**src/verilog/adcdp_defs.vh**
```
`ifndef ADCDP_DEFS_VH
`define ADCDP_DEFS_VH

// ----------------------------------------
// clocking
// ----------------------------------------
`define ADCDP_CLK_DIV_BIT      6
`define ADCDP_CLK_DIV_RST      1'b0
`define ADCDP_DIV_SLOW         8'h04
`define ADCDP_DIV_FAST         8'h10
`define ADCDP_SRC_EXTERNAL     1'b0
`define ADCDP_OSC_HALF         8'h08

// ----------------------------------------
// decimator
// ----------------------------------------
`define ADCDP_DR_W             3
`define ADCDP_DR_RST           3'h2
`define ADCDP_ACC_W            32
`define ADCDP_STEP_PERIODS     2'd3
`define ADCDP_CODE_MAX         16'h7fff
`define ADCDP_CODE_MIN         16'h8000

// ----------------------------------------
// serial port
// ----------------------------------------
`define ADCDP_WORD_W           16
`define ADCDP_FIFO_DEPTH       16
`define ADCDP_FIFO_AW          4
`define ADCDP_REFBUF_RST       1'b0

`endif

```
**src/verilog/adcdp_core.v**
```verilog
`timescale 1ns/10ps
`include "adcdp_defs.vh"
// How it works
// - each channel filters the modulator bits with a sinc3 decimator of ratio N
// - a step at the input needs three output periods to show fully
// - after start rises, first result waits for the settling interval
// - source pin 0 takes external clock; 1 runs oscillator, pin out if enabled
// - external clock 512 kHz or 2.048 MHz chosen by divider bit 6
// - modulator clock is 128 kHz whichever external clock is used
// - divider select resets to the 512 kHz setting
// - each result is a 16-bit two's-complement word sent msb first
// - results saturate at 7fff and 8000 instead of wrapping
// - one step is vref over 2^15-1, zero gives code zero
// - ready output goes low when a new result is available
// - ready asserts on each conversion regardless of chip select
// - select high resets the shifter, ignores data, floats output; a falling clock still releases ready
// - a truncated frame is only cleared by raising select
// - reference buffer starts powered down after reset
// - one data-rate field sets the ratio of both channels
// - device clock divided by 4 or 16 forms the modulator clock
module adcdp_core (
    // clock and reset
    input  wire                    clk,
    input  wire                    rst_n,
    // clock source control
    input  wire                    clock_source_select_pin,
    input  wire                    clock_out_enable,
    input  wire                    dev_clk_in,
    output reg                     dev_clk_out,
    output wire                    dev_clk_oe,
    // configuration
    input  wire                    clk_div_wr,
    input  wire                    clk_div_wdata,
    output wire [7:0]              lead_off_status_register,
    input  wire [`ADCDP_DR_W-1:0]  data_rate_field,
    input  wire                    ref_buf_wr,
    input  wire                    ref_buf_wdata,
    output reg                     reference_buffer_power,
    input  wire                    start,
    // modulator bitstreams
    input  wire                    mod_bit_ch1,
    input  wire                    mod_bit_ch2,
    output wire                    mod_sample_en,
    // serial port, inputs synchronous to clk
    input  wire                    cs_n,
    input  wire                    sclk,
    input  wire                    din,
    output reg                     dout,
    output wire                    dout_oe,
    output reg                     conversion_ready_n,
    // buffered result stream
    output wire                    res_valid,
    input  wire                    res_ready,
    output wire [31:0]             res_data,
    output wire                    res_overrun
);
    // ----------------------------------------
    // clock source and modulator rate
    // ----------------------------------------
    reg        clk_div_q;
    reg  [7:0] osc_cnt_q;
    reg        ext_clk_q;
    reg  [7:0] dev_cnt_q;
    wire       dev_tick;
    wire       ext_rise;
    wire       use_ext;
    wire [7:0] div_ratio;

    assign use_ext    = (clock_source_select_pin == `ADCDP_SRC_EXTERNAL);
    assign dev_clk_oe = !use_ext && clock_out_enable;
    assign ext_rise   = dev_clk_in && !ext_clk_q;
    // internal oscillator is modelled as a divider of clk
    assign dev_tick   = use_ext ? ext_rise
                      : (osc_cnt_q == `ADCDP_OSC_HALF - 8'h01) && !dev_clk_out;
    // 512 kHz / 4 or 2.048 MHz / 16 both give 128 kHz
    assign div_ratio  = clk_div_q ? `ADCDP_DIV_FAST : `ADCDP_DIV_SLOW;
    // at or above, so a ratio change mid-count cannot stall the strobe
    assign mod_sample_en = dev_tick && (dev_cnt_q >= div_ratio - 8'h01);
    assign lead_off_status_register =
        {1'b0, clk_div_q, 6'h00};

    always @(posedge clk)
    begin
        if (!rst_n)
        begin
            clk_div_q   <= `ADCDP_CLK_DIV_RST;
            reference_buffer_power <= `ADCDP_REFBUF_RST;
            osc_cnt_q   <= 8'h00;
            dev_clk_out <= 1'b0;
            ext_clk_q   <= 1'b0;
            dev_cnt_q   <= 8'h00;
        end
        else
        begin
            if (clk_div_wr)
            begin
                clk_div_q <= clk_div_wdata;
            end
            if (ref_buf_wr)
            begin
                reference_buffer_power <= ref_buf_wdata;
            end
            ext_clk_q <= dev_clk_in;
            if (osc_cnt_q == `ADCDP_OSC_HALF - 8'h01)
            begin
                osc_cnt_q   <= 8'h00;
                dev_clk_out <= !dev_clk_out;
            end
            else
            begin
                osc_cnt_q <= osc_cnt_q + 8'h01;
            end
            if (dev_tick)
            begin
                dev_cnt_q <= mod_sample_en ? 8'h00 : dev_cnt_q + 8'h01;
            end
        end
    end

    // ----------------------------------------
    // decimation control and settling
    // ----------------------------------------
    reg  [10:0] dec_cnt_q;
    reg  [12:0] settle_q;
    reg         start_q;
    reg  [1:0]  skip_q;
    wire [4:0]  dec_log2;
    wire [10:0] dec_n;
    wire        dec_tick;
    wire        start_rise;
    wire        result_tick;
    wire [15:0] res_ch1;
    wire [15:0] res_ch2;

    // ratio 2^(11-dr), from 2048 down to 16; shared by both channels
    function [4:0] ratio_log2;
        input [`ADCDP_DR_W-1:0] dr;
        begin
            ratio_log2 = 5'd11 - {2'b00, dr};
        end
    endfunction

    assign dec_log2    = ratio_log2(data_rate_field);
    assign dec_n       = 11'h7ff >> (5'd11 - dec_log2);
    // a halted converter issues no result
    assign dec_tick    = mod_sample_en && start && (dec_cnt_q == dec_n);
    assign start_rise  = start && !start_q;
    // first word after start is held back for the filter's three stages
    assign result_tick = dec_tick && (skip_q == 2'd0) && (settle_q == 13'h0);

    always @(posedge clk)
    begin
        if (!rst_n)
        begin
            dec_cnt_q <= 11'h000;
            settle_q  <= 13'h0000;
            start_q   <= 1'b0;
            skip_q    <= 2'd0;
        end
        else
        begin
            start_q <= start;
            if (start_rise)
            begin
                dec_cnt_q <= 11'h000;
                // combs need three full periods of fresh data
                skip_q    <= `ADCDP_STEP_PERIODS;
                settle_q  <= 13'h0004;
            end
            else if (mod_sample_en && start)
            begin
                dec_cnt_q <= dec_tick ? 11'h000 : dec_cnt_q + 11'h001;
                if (settle_q != 13'h0)
                begin
                    settle_q <= settle_q - 13'h0001;
                end
                if (dec_tick && skip_q != 2'd0)
                begin
                    skip_q <= skip_q - 2'd1;
                end
            end
        end
    end

    adcdp_sinc3 u_ch1 (
        .clk      (clk),
        .rst_n    (rst_n),
        .mod_en   (mod_sample_en && start),
        .mod_bit  (mod_bit_ch1),
        .clear    (start_rise),
        .dec_tick (dec_tick),
        .dec_log2 (dec_log2),
        .result_q (res_ch1)
    );

    adcdp_sinc3 u_ch2 (
        .clk      (clk),
        .rst_n    (rst_n),
        .mod_en   (mod_sample_en && start),
        .mod_bit  (mod_bit_ch2),
        .clear    (start_rise),
        .dec_tick (dec_tick),
        .dec_log2 (dec_log2),
        .result_q (res_ch2)
    );

    // ----------------------------------------
    // holding register and ready flag
    // ----------------------------------------
    reg  [31:0] hold_q;
    reg         new_q;
    reg         sclk_q;
    reg         overrun_q;
    wire        sclk_rise;
    wire        sclk_fall;
    wire        fifo_in_ready;

    assign sclk_rise   = sclk && !sclk_q;
    assign sclk_fall   = !sclk && sclk_q;
    assign res_overrun = overrun_q;

    always @(posedge clk)
    begin
        if (!rst_n)
        begin
            hold_q             <= 32'h0000_0000;
            new_q              <= 1'b0;
            conversion_ready_n <= 1'b1;
            sclk_q             <= 1'b0;
            overrun_q          <= 1'b0;
        end
        else
        begin
            sclk_q <= sclk;
            new_q  <= result_tick;
            if (start_rise)
            begin
                conversion_ready_n <= 1'b1;
            end
            else if (new_q)
            begin
                // set wins over a coincident serial-clock clear
                hold_q             <= {res_ch1, res_ch2};
                conversion_ready_n <= 1'b0;
            end
            else if (sclk_fall)
            begin
                // released on any falling clock, select level not used
                conversion_ready_n <= 1'b1;
            end
            if (new_q && !fifo_in_ready)
            begin
                overrun_q <= 1'b1;
            end
        end
    end

    adcdp_fifo #(
        .WIDTH (32),
        .DEPTH (`ADCDP_FIFO_DEPTH),
        .AW    (`ADCDP_FIFO_AW)
    ) u_fifo (
        .clk       (clk),
        .rst_n     (rst_n),
        .in_valid  (new_q),
        .in_ready  (fifo_in_ready),
        .in_data   ({res_ch1, res_ch2}),
        .out_valid (res_valid),
        .out_ready (res_ready),
        .out_data  (res_data),
        .full      (),
        .empty     ()
    );

    // ----------------------------------------
    // serial readout
    // ----------------------------------------
    reg  [4:0] bit_q;

    assign dout_oe = !cs_n;

    always @(posedge clk)
    begin
        if (!rst_n || cs_n)
        begin
            // select high clears a half-shifted frame as well
            bit_q <= 5'd0;
            dout  <= 1'b0;
        end
        else if (sclk_rise)
        begin
            // msb first, wraps to repeat the frame on extra clocks
            dout  <= hold_q[5'd31 - bit_q];
            bit_q <= bit_q + 5'd1;
        end
    end
endmodule

```
**src/verilog/adcdp_fifo.v**
```verilog
`timescale 1ns/10ps
// ----------------------------------------
// result fifo
// ----------------------------------------
module adcdp_fifo #(
    parameter WIDTH = 32,
    parameter DEPTH = 16,
    parameter AW    = 4
) (
    // clock and reset
    input  wire             clk,
    input  wire             rst_n,
    // fill side
    input  wire             in_valid,
    output wire             in_ready,
    input  wire [WIDTH-1:0] in_data,
    // drain side
    output wire             out_valid,
    input  wire             out_ready,
    output reg  [WIDTH-1:0] out_data,
    // state
    output wire             full,
    output wire             empty
);
    reg [WIDTH-1:0] mem [0:DEPTH-1];
    reg [AW-1:0]    wr_q;
    reg [AW-1:0]    rd_q;
    reg [AW:0]      cnt_q;
    wire            push;
    wire            pop;

    assign full      = (cnt_q == DEPTH[AW:0]);
    assign empty     = (cnt_q == {(AW+1){1'b0}});
    assign in_ready  = !full;
    assign out_valid = !empty;
    assign push      = in_valid && !full;
    assign pop       = out_ready && !empty;

    always @*
    begin
        out_data = mem[rd_q];
    end

    always @(posedge clk)
    begin
        if (push)
        begin
            mem[wr_q] <= in_data;
        end
    end

    always @(posedge clk)
    begin
        if (!rst_n)
        begin
            wr_q  <= {AW{1'b0}};
            rd_q  <= {AW{1'b0}};
            cnt_q <= {(AW+1){1'b0}};
        end
        else
        begin
            if (push)
            begin
                wr_q <= wr_q + 1'b1;
            end
            if (pop)
            begin
                rd_q <= rd_q + 1'b1;
            end
            if (push && !pop)
            begin
                cnt_q <= cnt_q + 1'b1;
            end
            else if (pop && !push)
            begin
                cnt_q <= cnt_q - 1'b1;
            end
        end
    end
endmodule

```
**src/verilog/adcdp_sinc3.v**
```verilog
`timescale 1ns/10ps
`include "adcdp_defs.vh"
// ----------------------------------------
// third-order sinc decimator, one channel
// ----------------------------------------
module adcdp_sinc3 (
    // clock and reset
    input  wire                   clk,
    input  wire                   rst_n,
    // modulator side
    input  wire                   mod_en,
    input  wire                   mod_bit,
    input  wire                   clear,
    // decimation
    input  wire                   dec_tick,
    input  wire [4:0]             dec_log2,
    // result
    output reg  [`ADCDP_WORD_W-1:0] result_q
);
    reg  [`ADCDP_ACC_W-1:0] i1_q;
    reg  [`ADCDP_ACC_W-1:0] i2_q;
    reg  [`ADCDP_ACC_W-1:0] i3_q;
    reg  [`ADCDP_ACC_W-1:0] c1_q;
    reg  [`ADCDP_ACC_W-1:0] c2_q;
    reg  [`ADCDP_ACC_W-1:0] c3_q;
    wire [`ADCDP_ACC_W-1:0] d1;
    wire [`ADCDP_ACC_W-1:0] d2;
    wire [`ADCDP_ACC_W-1:0] d3;
    wire signed [`ADCDP_ACC_W-1:0] centred;
    wire signed [`ADCDP_ACC_W-1:0] scaled;
    wire [`ADCDP_ACC_W-1:0] half;
    wire [`ADCDP_ACC_W-1:0] i1_nx;
    wire [`ADCDP_ACC_W-1:0] i2_nx;

    // bitstream as +1/-1 so zero input averages to code zero
    assign i1_nx = mod_bit ? i1_q + 1'b1 : i1_q - 1'b1;
    // chained sums keep the lag to one sample, so the third
    // output after a step is fully settled
    assign i2_nx = i2_q + i1_nx;
    assign d1 = i3_q - c1_q;
    assign d2 = d1 - c2_q;
    assign d3 = d2 - c3_q;
    // full gain is N^3, keep 16 bits by shifting 3*log2(N)-15
    assign half    = {`ADCDP_ACC_W{1'b0}};
    assign centred = d3;
    assign scaled  = centred >>> (3 * dec_log2 - 5'd15);

    function [`ADCDP_WORD_W-1:0] clip16;
        input signed [`ADCDP_ACC_W-1:0] v;
        begin
            if (v > $signed({{17{1'b0}}, 15'h7fff}))
                clip16 = `ADCDP_CODE_MAX;
            else if (v < -$signed({{17{1'b0}}, 15'h7fff}))
                clip16 = `ADCDP_CODE_MIN;
            else
                clip16 = v[`ADCDP_WORD_W-1:0];
        end
    endfunction

    always @(posedge clk)
    begin
        if (!rst_n || clear)
        begin
            i1_q     <= half;
            i2_q     <= half;
            i3_q     <= half;
            c1_q     <= half;
            c2_q     <= half;
            c3_q     <= half;
            result_q <= 16'h0000;
        end
        else
        begin
            if (mod_en)
            begin
                // integrators at the modulator rate
                i1_q <= i1_nx;
                i2_q <= i2_nx;
                i3_q <= i3_q + i2_nx;
            end
            if (dec_tick)
            begin
                // combs at the output rate
                c1_q     <= i3_q;
                c2_q     <= d1;
                c3_q     <= d2;
                result_q <= clip16(scaled);
            end
        end
    end
endmodule

```
**config.mk**
```make
export PLATFORM = sky130hd
export DESIGN_NAME = adcdp_core
export DESIGN_NICKNAME = d
export VERILOG_FILES = /design/src/verilog/adcdp_core.v /design/src/verilog/adcdp_fifo.v /design/src/verilog/adcdp_sinc3.v
export VERILOG_INCLUDE_DIRS = /design/src /design/src/verilog
export SDC_FILE = /design/constraint.sdc
export NUM_CORES = 2
export LEC_CHECK = 0
export ABC_AREA = 1
export BUFFER_PORTS_ARGS = -buffer_cell sky130_fd_sc_hd__buf_2
export CAP_MARGIN = 30
export CORE_ASPECT_RATIO = 1.75
export CORE_MARGIN = 3
export CORE_UTILIZATION = 24
export CTS_BUF_LIST = sky130_fd_sc_hd__clkbuf_8
export CTS_CLUSTER_DIAMETER = 200
export DETAILED_ROUTE_END_ITERATION = 10
export SETUP_SLACK_MARGIN = 0.02
export SLEW_MARGIN = 15
export SYNTH_ARGS = -nofsm -noshare
export SYNTH_HDL_FRONTEND = slang
export SYNTH_SLANG_ARGS = --single-unit
```
**constraint.sdc**
```tcl
create_clock -name clk -period 11.33 [get_ports clk]
set_input_delay 1.133 -clock clk [delete_from_list [all_inputs] [get_ports clk]]
set_output_delay 1.133 -clock clk [all_outputs]
set_load 0.01 [all_outputs]
```
==> results by group <==
Detailed routing
  • Highest Signal Layer: met5
  • Remaining antenna violation count after routing: 0
  • Met3 routed WL: 5770 um
  • Via density: 4.59
  • Met2 WL: 83000 um
  • Via count: 49100
  • DRC viols: 0
  • DRT iter0 DRCs: 2404
  • Met1 wire length: 57800 um
  • 1st-pass router iterations: 6
  • Detailed Route WL: 154000 um
  • WL/cell: 14.4 um

CTS
  • Setup bufs post-CTS: 0
  • Bufs on Longest Clock Path: 4
  • Post-CTS resize count: 0
  • Sink Count: 1034
  • CTS tree: yes
  • Num CTS Buffers: 165
  • Clk_lat worst skew: 0.87 ns
  • Clock Pin Slew Worst Setup and Hold Paths: 0.07 ns
  • Root Driver: clkbuf_8
  • H-tree Lvls: 4
  • Hold_buf cts: 0

Floorplan
  • Rows: 243
  • Die width: 385 um
  • Core area: 250000 sq um
  • Die Ht: 670 um
  • Die area: 258000 sq um
  • # IOs: 68
  • Initial core utilization: 24.1%

Cells and area
  • Sequential cell area: 25800 sq um
  • Most frequent cells in the layout: nand2_1 (1252), inv_1 (890), nand3_1 (738), a21oi_1 (684), dfxtp_1 (518)
  • Fill cells: 26900
  • Multi-input gate area: 30200 sq um
  • Fraction of layout cells with a size suffix above 1: 7.27%
  • Synth-to-Final Area Change: 11.7%
  • Most common cell after layout, fill and taps aside: nand2_1
  • Fin nets: 7713

Global routing
  • Number of global-route vias before repair: 48100
  • Total gr overflow: 0
  • Initial antenna violation count: 6
  • First-pass GRT wire length: 244000 um
  • GRT Total Usage: 11.5%
  • Largest net degree at the start of global routing: 178

STA
  • Peak Freq: 107 MHz
  • Relative slew slack: 33.0%
  • Setup TNS: 0 ns
  • RSZ-0062 raised after global routing: false
  • Setup ws final: 2.00 ns
  • Setup Skew: 0.0817 ns
  • Max-slew violation count: 0
  • Final setup fails: 0
  • Worst-margin pin slew: 1.00 ns
  • Final Hold Slack: 0.439 ns
  • Final min period: 9.33 ns
  • Final count of hold timing violations: 0
  • Final worst-path cycle share: 82.3%

Place
  • Port bufs: 59
  • Dpl hpwl: 104000 um
  • Gp weighted congestion: 0.941
  • DP Worst Slack: 1.94 ns

Synthesis
  • Netlist Area Pre-Place: 60400 sq um
  • Avg Inst Size Synth: 8.27 sq um
  • Yosys warnings: 0
  • Mapped Cells: 7301
  • Synthesized flop and latch total: 1034
  • Library cells used by synthesis: 64
  • Seq/Total Area, Yosys: 42.8%

Hold path
  • Hold Crit Class: reg -> reg

Pwr
  • PwrDens: 153 nW/um^2
  • Worst vdd ir: 0.000134 V
  • Static leakage: 28.3 nW

Critical path
  • Worst setup path category: reg -> reg
  • Slowest Stage Delay on Critical Path: 0.70 ns
  • CP Buf/Inv Count: 6
  • Critical-path maximum fanout: 48
  • CP arrival: 10.03 ns
  • CP Capture Type: flip-flop
  • Slowest stage cell, crit path: nand3_2
  • Internal reg-to-reg setup slack: 2.00 ns
  • Cell family with most CP delay: compound AO/OA/AOI/OAI gates
  • Worst Setup Start Kind: flip-flop
  • Worst Path Required: 12.04 ns

Job
  • # Max-Cap Violations: 0

Status
  • Status: completed
-- cells in the mapped netlist, drive strengths merged --
cell	n	area, sq um
nand2	1297	4990
inv	866	3250
nand3	768	4000
a21oi	713	3690
o21ai	532	2670
dfxtp	522	10500
edfxtp	512	15400
ha	394	4930
nor2	321	1210
xor2	260	2280
clkbuf	208	781
o22ai	153	957
o211ai	139	1040
mux2i	128	1280
buf	104	557
xnor2	67	587
a21boi	40	315
nor3	37	190
nand4	35	219
a31oi	34	219
or2	31	194
nor4	18	119
a21o	16	120
fa	15	300
o21bai	13	97.6
and2	12	82.6
o21a	12	90.1
a211oi	7	52.6
clkinv	7	26.3
nor3b	7	52.6
o32ai	7	61.3
and3	5	31.3
nand3b	5	45.0
o2111ai	5	43.8
a31o	3	26.3
nor4b	2	23.8
o31ai	2	15.0
a221oi	1	8.76
conb	1	3.75
o221ai	1	8.76
or3b	1	8.76
-- layer usage --
| layer | global-route usage (%) | vias to the layer above |
|---|---|---|
| met5 | 0 | - |
| met4 | 5.48 | 8 |
| met3 | 1.59 | 419 |
| met2 | 23.0 | 954 |
| met1 | 11.5 | 22700 |
| li1 | - | 25000 |
-- stage by stage --
stage	instance area, sq um	utilization, %	power (mW)	cells
final	67400	27.0	10.3	10700
after floorplan	60400	-	6.46	7307
after global placement	64200	25.7	7.17	10400
after detailed placement	64200	25.7	7.19	10400
after global routing	67400	27.0	11.0	10700
after CTS	67400	26.9	10.4	10700
-- flip-flops by register name, summed over array words and instances (netlist names), 11 cells and up, named ones only --
name	cells
u_ch1.i1_q	32
hold_q	32
u_ch1.c2_q	32
u_ch2.c2_q	32
u_ch1.c1_q	32
u_ch1.result_q	16
u_ch2.i2_q	32
u_ch2.i3_q	32
u_ch2.i1_q	32
u_ch1.i3_q	32
u_ch1.i2_q	32
u_ch2.c3_q	32
u_ch2.result_q	16
settle_q	13
u_ch1.c3_q	32
u_ch2.c1_q	32
dec_cnt_q	11
u_fifo.mem	512
-- cell type report --
type / instances / area share, %
repair buffers: 123 / 1.22
well taps: 3307 / 6.13
multi-input cells: 5088 / 44.7
flip-flops and latches: 1034 / 38.3
inverters: 873 / 4.87
diodes: 1 / 0.00371
clock buffers: 178 / 3.63
clock inverters: 106 / 1.12
-- tightest hold or removal path, cell delays in order, from the launching register on --
cell and delay, ns:
dfxtp_1 0.31, nand2_1 0.06, nor2_1 0.03
-- cell families (layout without fill, tap and decap cells) --
group | Yosys count | in the layout | synth area share [%]
AO/OA/AOI/OAI | 1678 | 1678 | 15.6
XOR/XNOR | 327 | 327 | 4.74
adder cells (fa/ha/maj) | 409 | 409 | 8.66
buffers and inverters | 1185 | 1280 | 7.64
flip-flops | 1034 | 1034 | 42.8
multiplexers | 128 | 128 | 2.12
other | 1 | 8 | 0.00621
AND/OR/NAND/NOR | 2539 | 2539 | 18.5
-- final timing paths --
check                                    from  cells past startpoint                end
worst min register to register   dev_cnt_q[6]                      2       dev_cnt_q[6]
worst max-delay path            u_ch2.i3_q[0]                     45  u_ch2.result_q[3]
worst max register to register  u_ch2.i3_q[0]                     45  u_ch2.result_q[3]
worst min-delay path             dev_cnt_q[6]                      2       dev_cnt_q[6]
-- power breakdown --
group / leakage, nW / total (mW) / switching, mW / internal [mW]
clock network: 1.77 / 3.19 / 1.51 / 1.68
logic: 18.8 / 3.16 / 2.13 / 1.03
registers: 7.74 / 3.97 / 0.0590 / 3.91
total: 28.3 / 10.3 / 3.70 / 6.62
No activity file was read; power rests on OpenSTA's default activity.
